## config.mk

```make
export PLATFORM = sky130hd
export DESIGN_NAME = spsw_port
export DESIGN_NICKNAME = d
export VERILOG_FILES = /design/src/verilog/spsw_pkg.sv /design/src/verilog/spsw_sync.sv /design/src/verilog/spsw_port.sv
export SDC_FILE = /design/constraint.sdc
export NUM_CORES = 1
export LEC_CHECK = 0
export ABC_AREA = 1
export BUFFER_PORTS_ARGS = -buffer_cell sky130_fd_sc_hd__buf_2
export CAP_MARGIN = 20
export CORE_ASPECT_RATIO = 1.5
export CORE_MARGIN = 4
export CORE_UTILIZATION = 25
export CTS_CLUSTER_SIZE = 16
export DETAILED_ROUTE_END_ITERATION = 7
export GPL_ROUTABILITY_DRIVEN = 0
export GPL_TIMING_DRIVEN = 0
export PLACE_DENSITY = 0.53
export SYNTH_ARGS = -nofsm -noshare
export SYNTH_HDL_FRONTEND = slang
export SYNTH_SLANG_ARGS = --single-unit
```

## constraint.sdc

```tcl
create_clock -name sys_clk -period 1.95 [get_ports sys_clk]
set_clock_uncertainty 0.2 [all_clocks]
set_input_delay 0.39 -clock sys_clk [delete_from_list [all_inputs] [get_ports sys_clk]]
set_output_delay 0.39 -clock sys_clk [all_outputs]
set_load 0.01 [all_outputs]
```

## src/verilog/spsw_pkg.sv

```systemverilog
// spsw_pkg: constants and types of the serial switch command port.
// assumes one 8-bit frame per device per chip select window.
package spsw_pkg;

  ////////////////////////////////////////////////////////////////////////////
  // frame layout
  localparam int unsigned SPSW_FRAME_BITS  = 8;
  localparam int unsigned SPSW_CHANNELS    = 6;
  localparam int unsigned SPSW_CNT_W       = 3;
  localparam int unsigned SPSW_WRITE_BIT   = 7;
  localparam int unsigned SPSW_BANK_BIT    = 6;
  localparam int unsigned SPSW_PTR_HI      = 5;
  localparam int unsigned SPSW_PTR_LO      = 4;
  localparam int unsigned SPSW_DATA_HI     = 3;
  localparam int unsigned SPSW_DIAG_BIT    = 0;

  ////////////////////////////////////////////////////////////////////////////
  // configuration pointers
  localparam logic [1:0] SPSW_PTR_NONE     = 2'h0;
  localparam logic [1:0] SPSW_PTR_PWM_LED  = 2'h1;
  localparam logic [1:0] SPSW_PTR_HW       = 2'h2;
  localparam logic [1:0] SPSW_PTR_DIAG     = 2'h3;

  ////////////////////////////////////////////////////////////////////////////
  // reset values
  localparam logic [5:0] SPSW_CHAN_RST     = 6'h00;
  localparam logic [3:0] SPSW_PWM_LED_RST  = 4'h0;
  localparam logic [3:0] SPSW_HW_RST       = 4'h2;
  localparam logic [3:0] SPSW_DIAG_RST     = 4'h7;

  ////////////////////////////////////////////////////////////////////////////
  // hardware setup fields
  localparam int unsigned SPSW_HW_CTRL_BIT = 0;
  localparam int unsigned SPSW_HW_STBY_BIT = 1;
  localparam int unsigned SPSW_HW_SRST_BIT = 1;

  // diagnosis setup fields
  localparam int unsigned SPSW_DG_MODE_BIT = 3;
  localparam logic        SPSW_DG_MODE_VAL = 1'b0;

  ////////////////////////////////////////////////////////////////////////////
  // what the next frame shifts out
  typedef enum logic [1:0] {
    SPSW_RD_DIAG,
    SPSW_RD_OUT,
    SPSW_RD_CFG
  } spsw_read_t;

endpackage : spsw_pkg

```

## src/verilog/spsw_sync.sv

```systemverilog
// spsw_sync: two-flop synchroniser for a bundle of asynchronous levels.
// assumes each bit is an independent level; no bus coherence implied.
`timescale 1ns/100ps
module spsw_sync #(
  parameter int unsigned         WIDTH   = 1,
  parameter logic [WIDTH-1:0]    RST_VAL = '0
) (
  // clock and reset
  input  wire logic              sys_clk,
  input  wire logic              nrst,
  // levels
  input  wire logic [WIDTH-1:0]  async_in,
  output logic      [WIDTH-1:0]  sync_out
);

  logic [WIDTH-1:0] meta_reg;

  // first stage feeds only the second
  always_ff @(posedge sys_clk) begin
    if (!nrst) begin
      meta_reg <= RST_VAL;
      sync_out <= RST_VAL;
    end else begin
      meta_reg <= async_in;
      sync_out <= meta_reg;
    end
  end

endmodule : spsw_sync

```

## src/verilog/spsw_port.sv

```systemverilog
// spsw_port: serial command port of a six-channel power switch.
// assumes the serial pins and fault levels are asynchronous to sys_clk and
// that the serial clock is much slower than sys_clk (edges found by sampling).
`timescale 1ns/100ps

// Function
// - good multiple-of-eight frame clears error flag
// - bad count or reset sets error flag
// - error flag on output before first rise
// - bit 6 selects channel or config bank
// - write 10 loads six channel controls
// - write 11 stores data at pointer
// - reads answered in the following frame
// - read reply carries 1, bank, data
// - command in reply frame still executes
// - bit 0 requests standard diagnosis reply
// - fault flag set on channel failure
// - diagnosis bit 6 shows limp-home level
// - registers reset to 00, 00, 02, 07
// - decode only after nonzero multiple of eight
// - bad frame discarded, registers untouched
// - sample falling, shift rising, msb first
module spsw_port
  import spsw_pkg::*;
#(
  parameter int unsigned CHANNELS = SPSW_CHANNELS
) (
  // clock and reset
  input  wire logic                sys_clk,
  input  wire logic                nrst,
  // serial pins
  input  wire logic                spi_cs_n,
  input  wire logic                spi_sclk,
  input  wire logic                spi_si,
  output logic                     spi_so,
  output logic                     spi_so_oe,
  // power stage status
  input  wire logic [CHANNELS-1:0] channel_fault,
  input  wire logic                limp_home_level,
  // register contents to the power stages
  output logic [CHANNELS-1:0]      channel_on,
  output logic [3:0]               pwm_led_setup,
  output logic [3:0]               hardware_setup,
  output logic [3:0]               diagnosis_setup,
  output logic                     frame_error_flag
);

  ////////////////////////////////////////////////////////////////////////////
  // synchronisers
  localparam int unsigned SW = CHANNELS + 4;

  logic [SW-1:0]       sync_bus;
  logic                cs_n_s;
  logic                sclk_s;
  logic                si_s;
  logic                limp_s;
  logic [CHANNELS-1:0] fault_s;

  // one bundle keeps every pin at the same two-flop delay
  spsw_sync #(
    .WIDTH   (SW),
    .RST_VAL ({{CHANNELS{1'b0}}, 4'h9})
  ) u_sync (
    .sys_clk  (sys_clk),
    .nrst     (nrst),
    .async_in ({channel_fault, limp_home_level, spi_si, spi_sclk, spi_cs_n}),
    .sync_out (sync_bus)
  );

  assign cs_n_s  = sync_bus[0];
  assign sclk_s  = sync_bus[1];
  assign si_s    = sync_bus[2];
  assign limp_s  = sync_bus[3];
  assign fault_s = sync_bus[SW-1:4];

  ////////////////////////////////////////////////////////////////////////////
  // edge detection
  logic cs_n_d_reg;
  logic sclk_d_reg;
  logic cs_fall;
  logic cs_rise;
  logic sclk_rise;
  logic sclk_fall;

  always_ff @(posedge sys_clk) begin
    if (!nrst) begin
      cs_n_d_reg <= 1'b1;
      sclk_d_reg <= 1'b0;
    end else begin
      cs_n_d_reg <= cs_n_s;
      sclk_d_reg <= sclk_s;
    end
  end

  assign cs_fall   = cs_n_d_reg & ~cs_n_s;
  assign cs_rise   = ~cs_n_d_reg & cs_n_s;
  // serial clock ignored while deselected
  assign sclk_rise = ~cs_n_s & ~sclk_d_reg & sclk_s;
  assign sclk_fall = ~cs_n_s & sclk_d_reg & ~sclk_s;

  ////////////////////////////////////////////////////////////////////////////
  // registers and pending read
  logic [CHANNELS-1:0]   chan_reg;
  logic [3:0]            pwm_led_reg;
  logic                  hw_ctrl_bit_reg;
  logic                  standby_state_reg;
  logic [2:0]            diag_mux_reg;
  logic                  fef_reg;
  spsw_read_t            rd_kind_reg;
  logic [1:0]            rd_ptr_reg;
  logic [7:0]            shift_reg;
  logic [SPSW_CNT_W-1:0] bit_cnt_reg;
  logic                  got_byte_reg;
  logic                  so_reg;
  logic                  so_oe_reg;

  // config register contents as read back
  function automatic logic [3:0] cfg_read(input logic [1:0] ptr);
    logic [3:0] v;
    v = 4'h0;
    if (ptr == SPSW_PTR_PWM_LED) begin
      v = pwm_led_reg;
    end else if (ptr == SPSW_PTR_HW) begin
      v = {2'b00, standby_state_reg, hw_ctrl_bit_reg};
    end else if (ptr == SPSW_PTR_DIAG) begin
      v = {SPSW_DG_MODE_VAL, diag_mux_reg};
    end
    return v;
  endfunction : cfg_read

  ////////////////////////////////////////////////////////////////////////////
  // frame end decode
  logic       frame_ok;
  logic       cmd_write;
  logic       cmd_bank;
  logic [1:0] cmd_ptr;
  logic [3:0] cmd_data;
  logic       soft_rst;

  // a frame is good on a nonzero multiple of eight falling edges
  assign frame_ok  = cs_rise & got_byte_reg & (bit_cnt_reg == '0);
  assign cmd_write = shift_reg[SPSW_WRITE_BIT];
  assign cmd_bank  = shift_reg[SPSW_BANK_BIT];
  assign cmd_ptr   = shift_reg[SPSW_PTR_HI:SPSW_PTR_LO];
  assign cmd_data  = shift_reg[SPSW_DATA_HI:0];
  // writing the reset bit of hardware setup restores all register defaults but not the error flag
  assign soft_rst  = frame_ok & cmd_write & cmd_bank & (cmd_ptr == SPSW_PTR_HW)
                     & cmd_data[SPSW_HW_SRST_BIT];

  // good write frame aimed at one register bank; clocked callers only
  function automatic logic write_to_bank(input logic bank);
    return frame_ok & cmd_write & (cmd_bank == bank);
  endfunction : write_to_bank

  // channel controls
  always_ff @(posedge sys_clk) begin
    if (!nrst || soft_rst) begin
      chan_reg <= SPSW_CHAN_RST;
    end else if (write_to_bank(1'b0)) begin
      chan_reg <= shift_reg[CHANNELS-1:0];
    end
  end

  // configuration bank; pointer 00 writes nothing
  always_ff @(posedge sys_clk) begin
    if (!nrst || soft_rst) begin
      pwm_led_reg       <= SPSW_PWM_LED_RST;
      hw_ctrl_bit_reg   <= SPSW_HW_RST[SPSW_HW_CTRL_BIT];
      standby_state_reg <= SPSW_HW_RST[SPSW_HW_STBY_BIT];
      diag_mux_reg      <= SPSW_DIAG_RST[2:0];
    end else if (write_to_bank(1'b1)) begin
      if (cmd_ptr == SPSW_PTR_PWM_LED) begin
        pwm_led_reg <= cmd_data;
      end else if (cmd_ptr == SPSW_PTR_HW) begin
        hw_ctrl_bit_reg   <= cmd_data[SPSW_HW_CTRL_BIT];
        // a write without the reset bit leaves standby
        standby_state_reg <= 1'b0;
      end else if (cmd_ptr == SPSW_PTR_DIAG) begin
        diag_mux_reg <= cmd_data[2:0];
      end
    end
  end

  // error flag: set on reset and bad frame, cleared by good frame
  always_ff @(posedge sys_clk) begin
    if (!nrst) begin
      fef_reg <= 1'b1;
    end else if (cs_rise) begin
      fef_reg <= ~frame_ok;
    end
  end

  // pending read chosen by the last frame; writes and bad frames fall back to diagnosis
  always_ff @(posedge sys_clk) begin
    if (!nrst) begin
      rd_kind_reg <= SPSW_RD_DIAG;
      rd_ptr_reg  <= SPSW_PTR_NONE;
    end else if (cs_rise) begin
      rd_ptr_reg <= cmd_ptr;
      if (!frame_ok || cmd_write || shift_reg[SPSW_DIAG_BIT]) begin
        rd_kind_reg <= SPSW_RD_DIAG;
      end else if (cmd_bank) begin
        rd_kind_reg <= SPSW_RD_CFG;
      end else begin
        rd_kind_reg <= SPSW_RD_OUT;
      end
    end
  end

  ////////////////////////////////////////////////////////////////////////////
  // reply selection
  logic [7:0] reply;

  always_comb begin
    reply = 8'h00;
    case (rd_kind_reg)
      SPSW_RD_OUT: begin
        reply = {1'b1, 1'b0, chan_reg};
      end
      SPSW_RD_CFG: begin
        reply = {1'b1, 1'b1, rd_ptr_reg, cfg_read(rd_ptr_reg)};
      end
      default: begin
        reply = {1'b0, limp_s, fault_s};
      end
    endcase
  end

  ////////////////////////////////////////////////////////////////////////////
  // shift path; one register serves both directions so bytes pass through
  // in a chain of devices
  always_ff @(posedge sys_clk) begin
    if (!nrst) begin
      shift_reg <= 8'h00;
    end else if (cs_fall) begin
      shift_reg <= reply;
    end else if (sclk_fall) begin
      shift_reg <= {shift_reg[6:0], si_s};
    end
  end

  // falling edge counter; wraps every eight bits
  always_ff @(posedge sys_clk) begin
    if (!nrst || cs_fall) begin
      bit_cnt_reg  <= '0;
      got_byte_reg <= 1'b0;
    end else if (sclk_fall) begin
      bit_cnt_reg <= bit_cnt_reg + 1'b1;
      if (bit_cnt_reg == SPSW_CNT_W'(SPSW_FRAME_BITS - 1)) begin
        got_byte_reg <= 1'b1;
      end
    end
  end

  // output enable follows select through the same synchroniser delay
  always_ff @(posedge sys_clk) begin
    if (!nrst) begin
      so_oe_reg <= 1'b0;
    end else begin
      so_oe_reg <= ~cs_n_s;
    end
  end

  // output pin: error flag merged with input until first rising edge
  always_ff @(posedge sys_clk) begin
    if (!nrst) begin
      so_reg <= 1'b0;
    end else begin
      if (cs_fall) begin
        so_reg <= fef_reg | si_s;
      end else if (sclk_rise) begin
        so_reg <= shift_reg[7];
      end
    end
  end

  ////////////////////////////////////////////////////////////////////////////
  // outputs
  always_ff @(posedge sys_clk) begin
    if (!nrst) begin
      spi_so           <= 1'b0;
      spi_so_oe        <= 1'b0;
      channel_on       <= SPSW_CHAN_RST;
      pwm_led_setup    <= SPSW_PWM_LED_RST;
      hardware_setup   <= SPSW_HW_RST;
      diagnosis_setup  <= SPSW_DIAG_RST;
      frame_error_flag <= 1'b1;
    end else begin
      spi_so           <= so_reg;
      spi_so_oe        <= so_oe_reg;
      channel_on       <= chan_reg;
      pwm_led_setup    <= pwm_led_reg;
      hardware_setup   <= cfg_read(SPSW_PTR_HW);
      diagnosis_setup  <= cfg_read(SPSW_PTR_DIAG);
      frame_error_flag <= fef_reg;
    end
  end

endmodule : spsw_port

```

==> impl_results.md <==
- Port Buffers: 28
- Synth top area share: 51.4%
- Critical Path RT: 1.96 ns
- Critical path type: flop to flop
- Post-Synth Adder-Cell Area: 3.48%
- Post-cts gate resize count: 0
- Post-synth cell types: 31
- Hold Path Class: input pin to flop
- Setup TNS Final: 0 ns
- Crit path DAT: 1.78 ns
- Synth area leaders: dfxtp_1 (51%), nand2_1 (9.6%), inv_1 (7.3%)
- Post-synthesis sequential area ratio: 51.4%
- Sw Pwr: 0.671 mW
- WP depth: 6
- Worst vdd ir: 0.000388 V
- Reg power frac: 49.8%
- Synth Register Bits: 74
- Sw frac: 21.3%
- Worst Hold Depth: 3
- Reg area: 0.00148 mm²
- Largest net degree at the start of global routing: 12
- Period utilization: 90.8%
- Clk sink count: 74
- Post-synth top cells: dfxtp_1 (74), nand2_1 (74), inv_1 (56)
- YS warnings: 0
- Logic pwr share: 3.7%
- Final core utilization: 31.1%
- Synth Area in Simple Gates: 22.4%
- DR vias/cell: 4.25
- Cell family with most CP delay: flip-flops
- CP max stage cell: dfxtp_1
- Number of flops mapped to enable cells by yosys: 0
- Max Cap Violations: 0
- Bufs and invs on worst path: 2
- Pwr dens: 906 mW/mm²
- FILL cells: 1230
- Top achievable clock speed: 565 MHz
- Post-route ant nets: 0
- Mux cell area share after synthesis: 0%
- Synth Area per Inst: 8.30 µm²
- Cts hold-fix bufs: 0
- Async set-reset flop share out of synthesis: 0%
- Post-Syn Instances: 347
- Worst-path fanout max: 9
- Most used DFF post-synth: dfxtp_1
- Layout cells sized above 1: 17.8%
- Starting Density: 25.8%
- Synthesis-to-layout area growth: 20.7%
- Overflow left after global routing: 0
- CTS clk-pin slew, worst paths: 0.06 ns
- Reg2Reg Setup Slack: 0.18 ns
- Wirelength per Cell: 11.3 µm
- Via count: 2293
- Clk_lat worst skew: 0.33 ns
- Reg2Reg Depth: 6
- Number of global-route vias before repair: 2172
- Crit path cell chain: inv_1 -> ha_1 -> inv_1 -> or2_2 -> o21ai_0 -> a211oi_1
- Startpoint types: flop
- Die Wd: 95.6 µm
- Final setup fails: 0
- CTS tree: built
- Post-CTS Setup Bufs: 0
- Remaining DRCs: 0
- Layout Nets: 408
- H-tree levels: 3
- Clock power share: 46.4%
- Synth Cell Area: 0.00288 mm²
- Worst Setup End Kind: flop
- RSZ-0062 raised after global routing: no
- ANT cells: 0
- LEAKAGE: 1.66 nW
- Outcome: completed
- Multi-input combinational cell area: 0.00110 mm²
- Rows: 47
- Crit-path most repeated cell: inv_1
- I/O pins: 33
- Pre-antenna DRT Iters: 4
- 1st-iter DRT viols: 107
- WHS: 0.0438 ns
- Die Area: 0.0133 mm²
- Post-route minimum period: 1.77 ns
- Slew Viols, Final: 0
- Fin. Hold Viols: 0
- First-pass GRT wire length: 10200 µm
- Gr usage total: 9.93%
- Slowest stage delay, CP: 0.36 ns
- Yosys top cell by area: dfxtp_1
- Die height: 139 µm
- Post-synthesis xor/xnor area fraction: 0%
- Clk root buf: clkbuf_16
- Placeable core area: 0.0112 mm²
- Number of CTS-inserted buffers: 9
- Total power: 3.15 mW
- Final wirelength: 6120 µm
- Int Pwr: 2.48 mW
- Largest family of logic cells by synthesized area: simple AND/OR/NAND/NOR gates
- Initial antenna violation count: 0
- HPWL Detailed: 4620 µm
- Synth Area in Compound Gates: 12.0%
- Clock Path Buffers: 2
power by group through the flow:
stage / Combinational [mW] / Sequential (mW) / Clock [mW]
floorplan: 0.0852 / 1.59 / 0
global placement: 0.116 / 1.60 / 0
detailed placement: 0.118 / 1.60 / 0
CTS: 0.119 / 1.57 / 1.51
global route: 0.136 / 1.57 / 1.57
finish: 0.117 / 1.57 / 1.46
area by class of cell:
| cell class | instances | area share [%] |
|---|---|---|
| timing repair buffer | 28 | 4.03 |
| multi-input combinational | 204 | 31.7 |
| clock buffer | 13 | 7.20 |
| tap | 147 | 5.29 |
| buffer | 13 | 2.52 |
| sequential | 74 | 42.6 |
| inverter | 58 | 6.26 |
| clock inverter | 3 | 0.432 |
worst min-delay path, stage by stage:
cell and delay (ns):
buf_2 0.07, nand2_1 0.04, inv_1 0.04
worst paths after layout:
check	start	endpoint
worst max-delay path	rd_kind_reg[0]	shift_reg[1]
worst min-delay path	channel_fault[0]	u_sync.meta_reg[4]
worst max register to register	rd_kind_reg[0]	shift_reg[1]
worst min register to register	u_sync.meta_reg[4]	u_sync.sync_out[4]
metrics by stage:
step | cell area (µm²) | worst slack [ns] | std cells
floorplan | 2890 | 0.382 | 349
global placement | 3210 | 0.208 | 524
detailed placement | 3210 | 0.168 | 524
CTS | 3480 | 0.159 | 540
global route | 3480 | 0.0188 | 540
finish | 3480 | 0.180 | 540
per-layer routing:
metal	vias to the layer above	track usage, %	part of all wire [%]
li1	1189	-	-
met1	1029	11.4	43
met2	56	16.1	49
met3	19	2.32	4.5
met4	0	6.60	4.0
met5	-	0	0
cells in the final DEF (no fill, tap or decap), types with 2 or more instances in the layout:
cell type	Yosys	final
buf_4	3	3
clkbuf_16	0	9
clkbuf_1	5	8
a31oi_1	2	2
buf_2	2	30
a21oi_1	31	31
nand2_1	74	74
nor2_1	12	12
nand3_4	2	2
buf_6	2	2
or2_2	10	10
clkbuf_8	1	2
a211oi_1	4	4
dfxtp_1	74	74
nand3_1	22	22
ha_1	8	8
o211ai_1	2	2
o21ai_0	18	18
conb_1	1	3
inv_1	56	56
nand4_1	6	6
clkinv_2	0	3
inv_2	2	2
kinds of logic (layout without fill, tap and decap cells):
family          after synthesis  in the layout
simple gates                132            132
flops                        74             74
buf+inv                      71            115
compound gates               61             61
fa+ha+maj                     8              8
other cells                   1              3
(Power assumes the default switching activity.)
